## config.mk

```make
export PLATFORM = sky130hd
export DESIGN_NAME = socket_mgmt
export DESIGN_NICKNAME = d
export VERILOG_FILES = /design/src/common/mgmt_pkg.sv /design/src/rtl/irq_router.sv /design/src/rtl/pin_change_detect.sv /design/src/rtl/socket_mgmt.sv
export VERILOG_INCLUDE_DIRS = /design/src /design/src/common
export SDC_FILE = /design/constraint.sdc
export NUM_CORES = 1
export LEC_CHECK = 0
export BUFFER_PORTS_ARGS = -buffer_cell sky130_fd_sc_hd__buf_2
export CORE_ASPECT_RATIO = 1.2
export CORE_MARGIN = 10
export CORE_UTILIZATION = 45
export CTS_CLUSTER_SIZE = 10
export DETAILED_ROUTE_END_ITERATION = 8
export GPL_TIMING_DRIVEN = 0
export PLACE_DENSITY = 0.75
export SETUP_SLACK_MARGIN = 0.3
export SYNTH_ARGS = -nofsm -noshare
export SYNTH_HDL_FRONTEND = slang
export SYNTH_SLANG_ARGS = --single-unit
```

## constraint.sdc

```tcl
create_clock -name clk -period 1.44 [get_ports clk]
set_input_delay 0.072 -clock clk [delete_from_list [all_inputs] [get_ports clk]]
set_output_delay 0.072 -clock clk [all_outputs]
set_load 0.05 [all_outputs]
```

## src/common/mgmt_cfg.svh

```systemverilog
`ifndef MGMT_CFG_SVH
`define MGMT_CFG_SVH
// ==========================================
// Register indices (byte address = 4 * index)
`define IDX_STATUS_CHANGE 4'h4
`define IDX_IRQ_CONFIG 4'h5
`define IDX_WINDOW_ENABLE 4'h6
`define IDX_SOCKET_MODE 4'h8
`define IDX_EVENT_STATUS 4'h9
`define IDX_EVENT_MASK 4'ha
`define IDX_WINDOW_HIT 4'hb
// ==========================================
// Field positions
`define BIT_BATT_DEAD 0
`define BIT_BATT_WARN 1
`define BIT_READY 2
`define BIT_CARD_DET 3
`define ROUTE_LSB 4
`define WEN_RSVD_BIT 5
`define MODE_IO_BIT 0
`define MODE_LEGACY_BIT 1
// ==========================================
// Reset values and masks
`define RST_IRQ_CONFIG 8'h00
`define RST_WINDOW_ENABLE 8'h00
`define RST_SOCKET_MODE 8'h00
`define RST_EVENT_MASK 4'h0
`define WEN_WRITE_MASK 8'hdf
// ==========================================
// Routing codes
`define ROUTE_OFF 4'h0
`define ROUTE_IRQ14 4'he
`define ROUTE_IRQ15 4'hf
`endif

```

## src/common/mgmt_pkg.sv

```systemverilog
package mgmt_pkg;
    typedef struct packed {
        logic card_detect_first;
        logic card_detect_second;
        logic card_ready_pin;
        logic battery_warn_pin;
        logic battery_dead_status_pin;
    } card_pins_t;

    typedef struct packed {
        logic [3:0] address;
        logic read;
        logic write;
        logic [31:0] writedata;
    } avl_req_t;

    typedef struct packed {
        logic [31:0] readdata;
        logic waitrequest;
    } avl_rsp_t;

    typedef struct packed {
        logic [4:0] mem_hit;
        logic [1:0] io_hit;
    } window_req_t;

    typedef enum logic [1:0] {
        BUS_IDLE = 2'b00,
        BUS_ACK = 2'b01
    } bus_state_t;
endpackage

```

## src/rtl/irq_router.sv

```systemverilog
`timescale 1ns/10ps
`include "mgmt_cfg.svh"
module irq_router (
    input wire logic [3:0] route,
    input wire logic active,
    output logic [15:0] lines
);
    function automatic logic route_valid(input logic [3:0] code);
        case (code)
            4'h3, 4'h4, 4'h5, 4'h7, 4'h9, 4'ha, 4'hb, 4'hc: route_valid = 1'b1;
            `ROUTE_IRQ14, `ROUTE_IRQ15: route_valid = 1'b1;
            default: route_valid = 1'b0;
        endcase
    endfunction

    // Reserved and disabled codes drive no line
    always_comb begin
        lines = 16'h0000;
        if (active && route_valid(route)) begin
            lines[route] = 1'b1;
        end
    end
endmodule

```

## src/rtl/pin_change_detect.sv

```systemverilog
`timescale 1ns/10ps
`include "mgmt_cfg.svh"
module pin_change_detect
    import mgmt_pkg::*;
(
    input wire logic clk,
    input wire logic reset_n,
    input mgmt_pkg::card_pins_t pins,
    input wire logic io_mode,
    output logic [3:0] change
);
    card_pins_t prev_r;
    logic armed_r;

    always_ff @(posedge clk) begin
        if (!reset_n) begin
            prev_r <= '0;
            armed_r <= 1'b0;
        end else begin
            prev_r <= pins;
            armed_r <= 1'b1;
        end
    end

    // No edges before the first sample, avoids a false change at reset
    always_comb begin
        change = 4'h0;
        if (armed_r) begin
            change[`BIT_BATT_DEAD] = io_mode ?
                (pins.battery_dead_status_pin
                 != prev_r.battery_dead_status_pin) :
                (prev_r.battery_dead_status_pin
                 && !pins.battery_dead_status_pin);
            change[`BIT_BATT_WARN] = !io_mode &&
                prev_r.battery_warn_pin && !pins.battery_warn_pin;
            change[`BIT_READY] = !io_mode &&
                (pins.card_ready_pin != prev_r.card_ready_pin);
            change[`BIT_CARD_DET] =
                (pins.card_detect_first != prev_r.card_detect_first) ||
                (pins.card_detect_second
                 != prev_r.card_detect_second);
        end
    end
endmodule

```

## src/rtl/socket_mgmt.sv

```systemverilog
//
// Operation
// - Battery dead/status change flag with enable bit 0 raises interrupt
// - Battery warning change flag with enable bit 1 raises interrupt in memory mode only
// - Ready change flag with enable bit 2 raises interrupt
// - Card detect change flag with enable bit 3 raises interrupt
// - Bits 7-4 route interrupt; zero and reserved codes drive nothing
// - Code 1110 selects the IRQ14 output
// - Code 1111 selects the IRQ15 output
// - Memory window n decodes only while enable bit n set
// - I/O windows 0 and 1 decode only with bits 6, 7
// - Reading status change register clears all change flags except those set by a change in the same cycle
// - Detect pins set card detect change; ready change only memory mode
//
// Design decision made here: register access over Avalon-MM.
`timescale 1ns/10ps
`include "mgmt_cfg.svh"
module socket_mgmt
    import mgmt_pkg::*;
(
    input wire logic clk,
    input wire logic reset_n,
    input wire logic [3:0] avs_address,
    input wire logic avs_read,
    input wire logic avs_write,
    input wire logic [31:0] avs_writedata,
    output logic [31:0] avs_readdata,
    output logic avs_waitrequest,
    input mgmt_pkg::card_pins_t pins,
    input wire logic [4:0] mem_in_range,
    input wire logic [1:0] io_in_range,
    output logic [15:0] irq_lines,
    output mgmt_pkg::window_req_t window_hit,
    output logic irq
);
    import mgmt_pkg::*;

    // ==========================================
    // Registers
    logic [3:0] status_change_r;
    logic [7:0] status_irq_config_r;
    logic [7:0] window_enable_r;
    logic [7:0] socket_mode_r;
    logic [3:0] event_status_r;
    logic [3:0] event_mask_r;
    logic [31:0] readdata_nxt;
    logic [3:0] change;
    logic [15:0] lines_nxt;
    logic mgmt_active;
    bus_state_t bus_r;
    logic take;
    logic rd_status;

    // Answer one cycle after the request; waitrequest high while idle
    assign take = (avs_read || avs_write) && bus_r == BUS_IDLE;
    assign rd_status = take && avs_read &&
        avs_address == `IDX_STATUS_CHANGE;

    pin_change_detect u_detect (
        .clk(clk),
        .reset_n(reset_n),
        .pins(pins),
        .io_mode(socket_mode_r[`MODE_IO_BIT]),
        .change(change)
    );

    // ==========================================
    // Bus handshake
    always_ff @(posedge clk) begin
        if (!reset_n) begin
            bus_r <= BUS_IDLE;
            avs_waitrequest <= 1'b1;
            avs_readdata <= 32'h00000000;
        end else begin
            unique case (bus_r)
                BUS_IDLE: begin
                    if (avs_read || avs_write) begin
                        bus_r <= BUS_ACK;
                        avs_waitrequest <= 1'b0;
                        avs_readdata <= readdata_nxt;
                    end
                end
                BUS_ACK: begin
                    bus_r <= BUS_IDLE;
                    avs_waitrequest <= 1'b1;
                end
                default: begin
                    bus_r <= BUS_IDLE;
                    avs_waitrequest <= 1'b1;
                end
            endcase
        end
    end

    always_comb begin
        readdata_nxt = 32'h00000000;
        case (avs_address)
            `IDX_STATUS_CHANGE: readdata_nxt[3:0] = status_change_r;
            `IDX_IRQ_CONFIG: readdata_nxt[7:0] = status_irq_config_r;
            `IDX_WINDOW_ENABLE:
                readdata_nxt[7:0] = window_enable_r & `WEN_WRITE_MASK;
            `IDX_SOCKET_MODE: readdata_nxt[7:0] = socket_mode_r;
            `IDX_EVENT_STATUS: readdata_nxt[3:0] = event_status_r;
            `IDX_EVENT_MASK: readdata_nxt[3:0] = event_mask_r;
            `IDX_WINDOW_HIT:
                readdata_nxt[6:0] = {window_hit.io_hit, window_hit.mem_hit};
            default: readdata_nxt = 32'h00000000;
        endcase
    end

    // ==========================================
    // Software-written registers
    always_ff @(posedge clk) begin
        if (!reset_n) begin
            status_irq_config_r <= `RST_IRQ_CONFIG;
            window_enable_r <= `RST_WINDOW_ENABLE;
            socket_mode_r <= `RST_SOCKET_MODE;
            event_mask_r <= `RST_EVENT_MASK;
        end else if (take && avs_write) begin
            case (avs_address)
                `IDX_IRQ_CONFIG: status_irq_config_r <= avs_writedata[7:0];
                `IDX_WINDOW_ENABLE:
                    window_enable_r <= avs_writedata[7:0]
                        & `WEN_WRITE_MASK;
                `IDX_SOCKET_MODE: socket_mode_r <= avs_writedata[7:0];
                `IDX_EVENT_MASK: event_mask_r <= avs_writedata[3:0];
                default: ;
            endcase
        end
    end

    // ==========================================
    // Change flags: a new change wins over the clearing read
    always_ff @(posedge clk) begin
        if (!reset_n) begin
            status_change_r <= 4'h0;
        end else begin
            // Ready flag held clear in io mode so it always reads zero
            status_change_r <= ((rd_status ? 4'h0 : status_change_r)
                | change) & ~(4'(socket_mode_r[`MODE_IO_BIT])
                << `BIT_READY);
        end
    end

    // Sticky event status, write one to clear; set wins
    always_ff @(posedge clk) begin
        if (!reset_n) begin
            event_status_r <= 4'h0;
        end else begin
            event_status_r <= (event_status_r &
                ~((take && avs_write && avs_address == `IDX_EVENT_STATUS) ?
                  avs_writedata[3:0] : 4'h0)) | change;
        end
    end

    // ==========================================
    // Management interrupt
    always_comb begin
        mgmt_active =
            (status_change_r[`BIT_BATT_DEAD] &&
             status_irq_config_r[`BIT_BATT_DEAD]) ||
            (status_change_r[`BIT_BATT_WARN] &&
             status_irq_config_r[`BIT_BATT_WARN] &&
             !socket_mode_r[`MODE_IO_BIT]) ||
            (status_change_r[`BIT_READY] &&
             status_irq_config_r[`BIT_READY]) ||
            (status_change_r[`BIT_CARD_DET] &&
             status_irq_config_r[`BIT_CARD_DET]);
        // Legacy bit set by software silences irq_lines; irq still follows event status and mask
        if (socket_mode_r[`MODE_LEGACY_BIT]) begin
            mgmt_active = 1'b0;
        end
    end

    irq_router u_router (
        .route(status_irq_config_r[7:`ROUTE_LSB]),
        .active(mgmt_active),
        .lines(lines_nxt)
    );

    always_ff @(posedge clk) begin
        if (!reset_n) begin
            irq_lines <= 16'h0000;
            irq <= 1'b0;
        end else begin
            irq_lines <= lines_nxt;
            irq <= |(event_status_r & event_mask_r);
        end
    end

    // ==========================================
    // Window decode enables
    always_ff @(posedge clk) begin
        if (!reset_n) begin
            window_hit <= '0;
        end else begin
            window_hit.mem_hit <= mem_in_range & window_enable_r[4:0];
            window_hit.io_hit <= io_in_range & window_enable_r[7:6];
        end
    end

    // ==========================================
    // Checks
    a_read_clears: assert property (@(posedge clk) disable iff (!reset_n)
        rd_status && change == 4'h0 |=> status_change_r == 4'h0)
        else $error("status flags not cleared by read");
    a_rsvd_zero: assert property (@(posedge clk) disable iff (!reset_n)
        window_enable_r[`WEN_RSVD_BIT] == 1'b0)
        else $error("reserved window bit set");
    a_cd_enable: assert property (@(posedge clk) disable iff (!reset_n)
        status_change_r[3] && status_irq_config_r[3] && !socket_mode_r[1]
        && status_irq_config_r[7:4] == 4'h9 |=> irq_lines[9])
        else $error("card detect interrupt missing");
    a_bd_enable: assert property (@(posedge clk) disable iff (!reset_n)
        status_change_r[0] && status_irq_config_r[0] && !socket_mode_r[1]
        && status_irq_config_r[7:4] == 4'h3 |=> irq_lines[3])
        else $error("battery dead interrupt missing");
    a_no_enable: assert property (@(posedge clk) disable iff (!reset_n)
        status_irq_config_r[3:0] == 4'h0 |=> irq_lines == 16'h0000)
        else $error("interrupt without enable");
    a_route_off: assert property (@(posedge clk) disable iff (!reset_n)
        status_irq_config_r[7:4] == 4'h0 |=> irq_lines == 16'h0000)
        else $error("disabled route drives a line");
    a_route_14: assert property (@(posedge clk) disable iff (!reset_n)
        mgmt_active && status_irq_config_r[7:4] == 4'he
        |=> irq_lines == 16'h4000)
        else $error("code 1110 not on line 14");
    a_route_15: assert property (@(posedge clk) disable iff (!reset_n)
        mgmt_active && status_irq_config_r[7:4] == 4'hf
        |=> irq_lines == 16'h8000)
        else $error("code 1111 not on line 15");
    a_mem_gate: assert property (@(posedge clk) disable iff (!reset_n)
        !window_enable_r[0] |=> !window_hit.mem_hit[0])
        else $error("memory window 0 hit while disabled");
    a_io_gate: assert property (@(posedge clk) disable iff (!reset_n)
        io_in_range[1] && window_enable_r[7] |=> window_hit.io_hit[1])
        else $error("io window 1 missed");
    a_ready_io: assert property (@(posedge clk) disable iff (!reset_n)
        socket_mode_r[0] |=> status_change_r[2] == 1'b0)
        else $error("ready change in io mode");
    a_legacy_mute: assert property (@(posedge clk) disable iff (!reset_n)
        socket_mode_r[`MODE_LEGACY_BIT] |=> irq_lines == 16'h0000)
        else $error("interrupt line high with legacy bit set");

    c_irq_raised: cover property (@(posedge clk) $rose(|irq_lines));
    c_read_clear: cover property (@(posedge clk) rd_status
        && status_change_r != 4'h0);
    c_event_irq: cover property (@(posedge clk) $rose(irq));
endmodule
```

==> flow_summary.toml <==
[layout]
final_common_cell = "dfxtp_1"
final_cell_area_um2 = 4549
final_cell_mix = "65 x dfxtp_1, 63 x buf_2, 37 x buf_4"
antenna_cells = 0
nNetsFinal = 519
utilization_pct = 62.91
fin_cells = 561
drive_gt1_share_pct = 38.64
areaGrowthSynthToFinish_pct = 37.21

[place]
dp.cells = 514
portBuffers = 59
place_area_um2 = 3832
dp_hpwl_mm = 6.769
place.gp.congestion = 0.8956
dp_slack_ns = -0.1405

[die]
core_area_um2 = 7232
rows = 34
die_area_um2 = 11220
start_util_pct = 45.85
die_w_um = 98.36
ios = 109
die-height_um = 114.0

[detailed_routing]
vias = 2779
wl_per_cell_um = 16.33
antenna_left = 0
drt_iter0_drc = 121
drt_pass1_iterations = 5
drt-total-wl_mm = 9.163
drc = 0
post_drt_via_cell_ratio = 4.954

[synthesis]
synth_edf_count = 0
seq_area_frac_synth_pct = 45.89
yosysUniqueCellTypes = 49
synthFlopType = "dfxtp_1"
synth-seq-cells = 76
synthArstFlopShare_pct = 0
avgSynthCellArea_um2 = 9.695
synth_area_um2 = 3316
yosysWarnings = 0
synth_cells = 342

[cts]
clk_pin_slew_ns = 0.08
cts.sinks = 76
cts_buffers = 9
cts-htree-levels = 3
cts_max_path_buffers = 2
cts_tree = "done"
cts_root_buf = "clkbuf_8"
insertion_delay_ns = 0.35

[critical_path]
crit_path_end_kind = "flip-flop"
r2r_cells = 5
r2r_slack_ns = -0.07
worst-path-max-fanout = 8
crit_family = "simple AND/OR/NAND/NOR gates"
crit_chain = "nand2b_4 > or4_4 > buf_12 > mux2i_1 > nor2b_1"
cp_slowest_cell = "or4_4"
worstReg2RegEnd = "socket_mode_r[0]"
slowest_delay_ns = 0.49
worst-path-buf-inv = 1
setup.worst_path.class = "reg -> reg"
crit_path_start_kind = "flip-flop"
r2r-start = "bus_r[0]"
worstPathRequired_ns = 1.68
crit_arrival_ns = 1.75

[timing]
setup_slack_ns = -0.06582
finalHoldViolCount = 0
setup_viol = 7
drv_slew = 0
finClkSkew_ns = 0.01451
tns_ns = -0.1043
whs_ns = 0.04677
finalCriticalPeriod_ns = 1.506
max_freq_ghz = 0.6641
fin_crit_sh_pct = 104.6
rsz0062_at_grt = "yes"

[hold_path]
hold_path.class = "in -> reg"
min-delay-start = "avs_writedata[6]"
hold_depth = 3
min_to = "status_irq_config_r[6]"

[global_route]
grt_pass1_wl_mm = 14.55
first_global_vias = 2843
antenna_found_initial = 0
grt.total_usage_pct = 15.90
grt_max_degree = 15
grt_overflow_total = 0

[flow_run]
drv_cap = 0

[power_and_ir_drop]
power_density_nw_per_um2 = 982.6
p_leak_nw = 2.130
ir_drop_mv = 0.6881
finalPower_mw = 4.470

[outcome]
status = "finished with violations"
violations = "setup timing"
## state kept, by name, summed over array words and instances (netlist names), named ones only
signal               count
avs_readdata             8
avs_waitrequest          1
bus_r                    1
event_mask_r             4
event_status_r           4
irq                      1
irq_lines               16
socket_mode_r            8
status_change_r          4
status_irq_config_r      8
u_detect.armed_r         1
u_detect.prev_r          5
window_enable_r          7
window_hit               7
## Yosys cell counts (2+ instances only)
cell type | number | area, um^2
buf_4 | 25 | 187.7
dfxtp_1 | 76 | 1521
and3_1 | 7 | 43.79
nand3b_1 | 3 | 22.52
buf_6 | 2 | 22.52
o211ai_1 | 4 | 30.03
xor2_1 | 3 | 26.28
and2_1 | 6 | 37.54
mux2i_1 | 31 | 310.3
nor2b_1 | 33 | 206.5
nor3b_1 | 4 | 30.03
a222oi_1 | 3 | 30.03
nor3_1 | 5 | 25.02
a21oi_1 | 5 | 25.02
xnor2_1 | 3 | 26.28
a32o_1 | 2 | 20.02
nor2_1 | 20 | 75.07
buf_2 | 6 | 30.03
a221oi_1 | 3 | 26.28
nand2b_1 | 4 | 25.02
nand3_1 | 12 | 60.06
a22oi_1 | 6 | 45.04
nand2b_4 | 2 | 27.53
nand2_1 | 23 | 86.33
clkbuf_1 | 10 | 37.54
a31oi_1 | 2 | 12.51
o21ai_0 | 13 | 65.06
a21boi_0 | 8 | 60.06
## power breakdown
group | switching, mW | internal, mW | total (mW)
registers | 0.0332 | 2.14 | 2.18
logic | 0.401 | 0.268 | 0.669
clock network | 0.816 | 0.808 | 1.62
total | 1.25 | 3.22 | 4.47
## area by class of cell
cell class,instances,area [um^2]
Tap cell,90,112.6
Clock inverter,7,76.32
Inverter,2,7.507
Multi-Input combinational cell,244,1802
Buffer,43,302.8
Fill cell,614,2683
Clock buffer,9,123.9
Timing Repair Buffer,90,586.8
Sequential cell,76,1538
## worst reg2reg max path, delay by kind of cell (launching register included)
| family | cells | cell delay (ns) |
|---|---|---|
| AND/OR/NAND/NOR | 3 | 0.71 |
| flip-flops | 1 | 0.34 |
| multiplexers | 1 | 0.19 |
| buffers and inverters | 1 | 0.17 |
## per-layer routing
layer | wire, um | share of wire, % | GRT usage (%)
met4 | 191 | 2.1 | 5.550
met3 | 554 | 6.0 | 4.537
met1 | 3598 | 39 | 16.99
met2 | 4817 | 53 | 29.06
met5 | 0 | 0 | 0
## repair_timing
| action | CTS | global route |
|---|---|---|
| endpoints found under the setup margin | 55 | 61 |
| hold endpoints to repair | 14 | 0 |
| buffers inserted | 13 | 4 |
| resized for setup | 39 | 35 |
| pin swaps | 24 | 16 |
| hold buffers | 14 | 0 |
## how the worst max path moves through the flow
stage	from	end	slack, ns	cells past startpoint
floorplan	bus_r[0]	socket_mode_r[0]	0.07	5
finish	bus_r[0]	socket_mode_r[0]	-0.07	5
detailed placement	avs_address[1]	avs_readdata[2]	-0.14	6
global route	bus_r[0]	socket_mode_r[1]	-0.08	5
global placement	avs_address[1]	avs_readdata[2]	-0.14	6
CTS	bus_r[0]	socket_mode_r[7]	-0.02	5
## logic make-up after synthesis
group	count (synthesis)	synth area share [%]
muxes	33	10.45
AOI/OAI and AO/OA	51	10.75
other	1	0.1131
xor gates and xnor gates	6	1.585
buffers and inverters	45	8.604
and+or+nand+nor	129	22.23
adders and majority gates	1	0.3773
DFF	76	45.89
No activity file was read; power rests on OpenSTA's default activity.
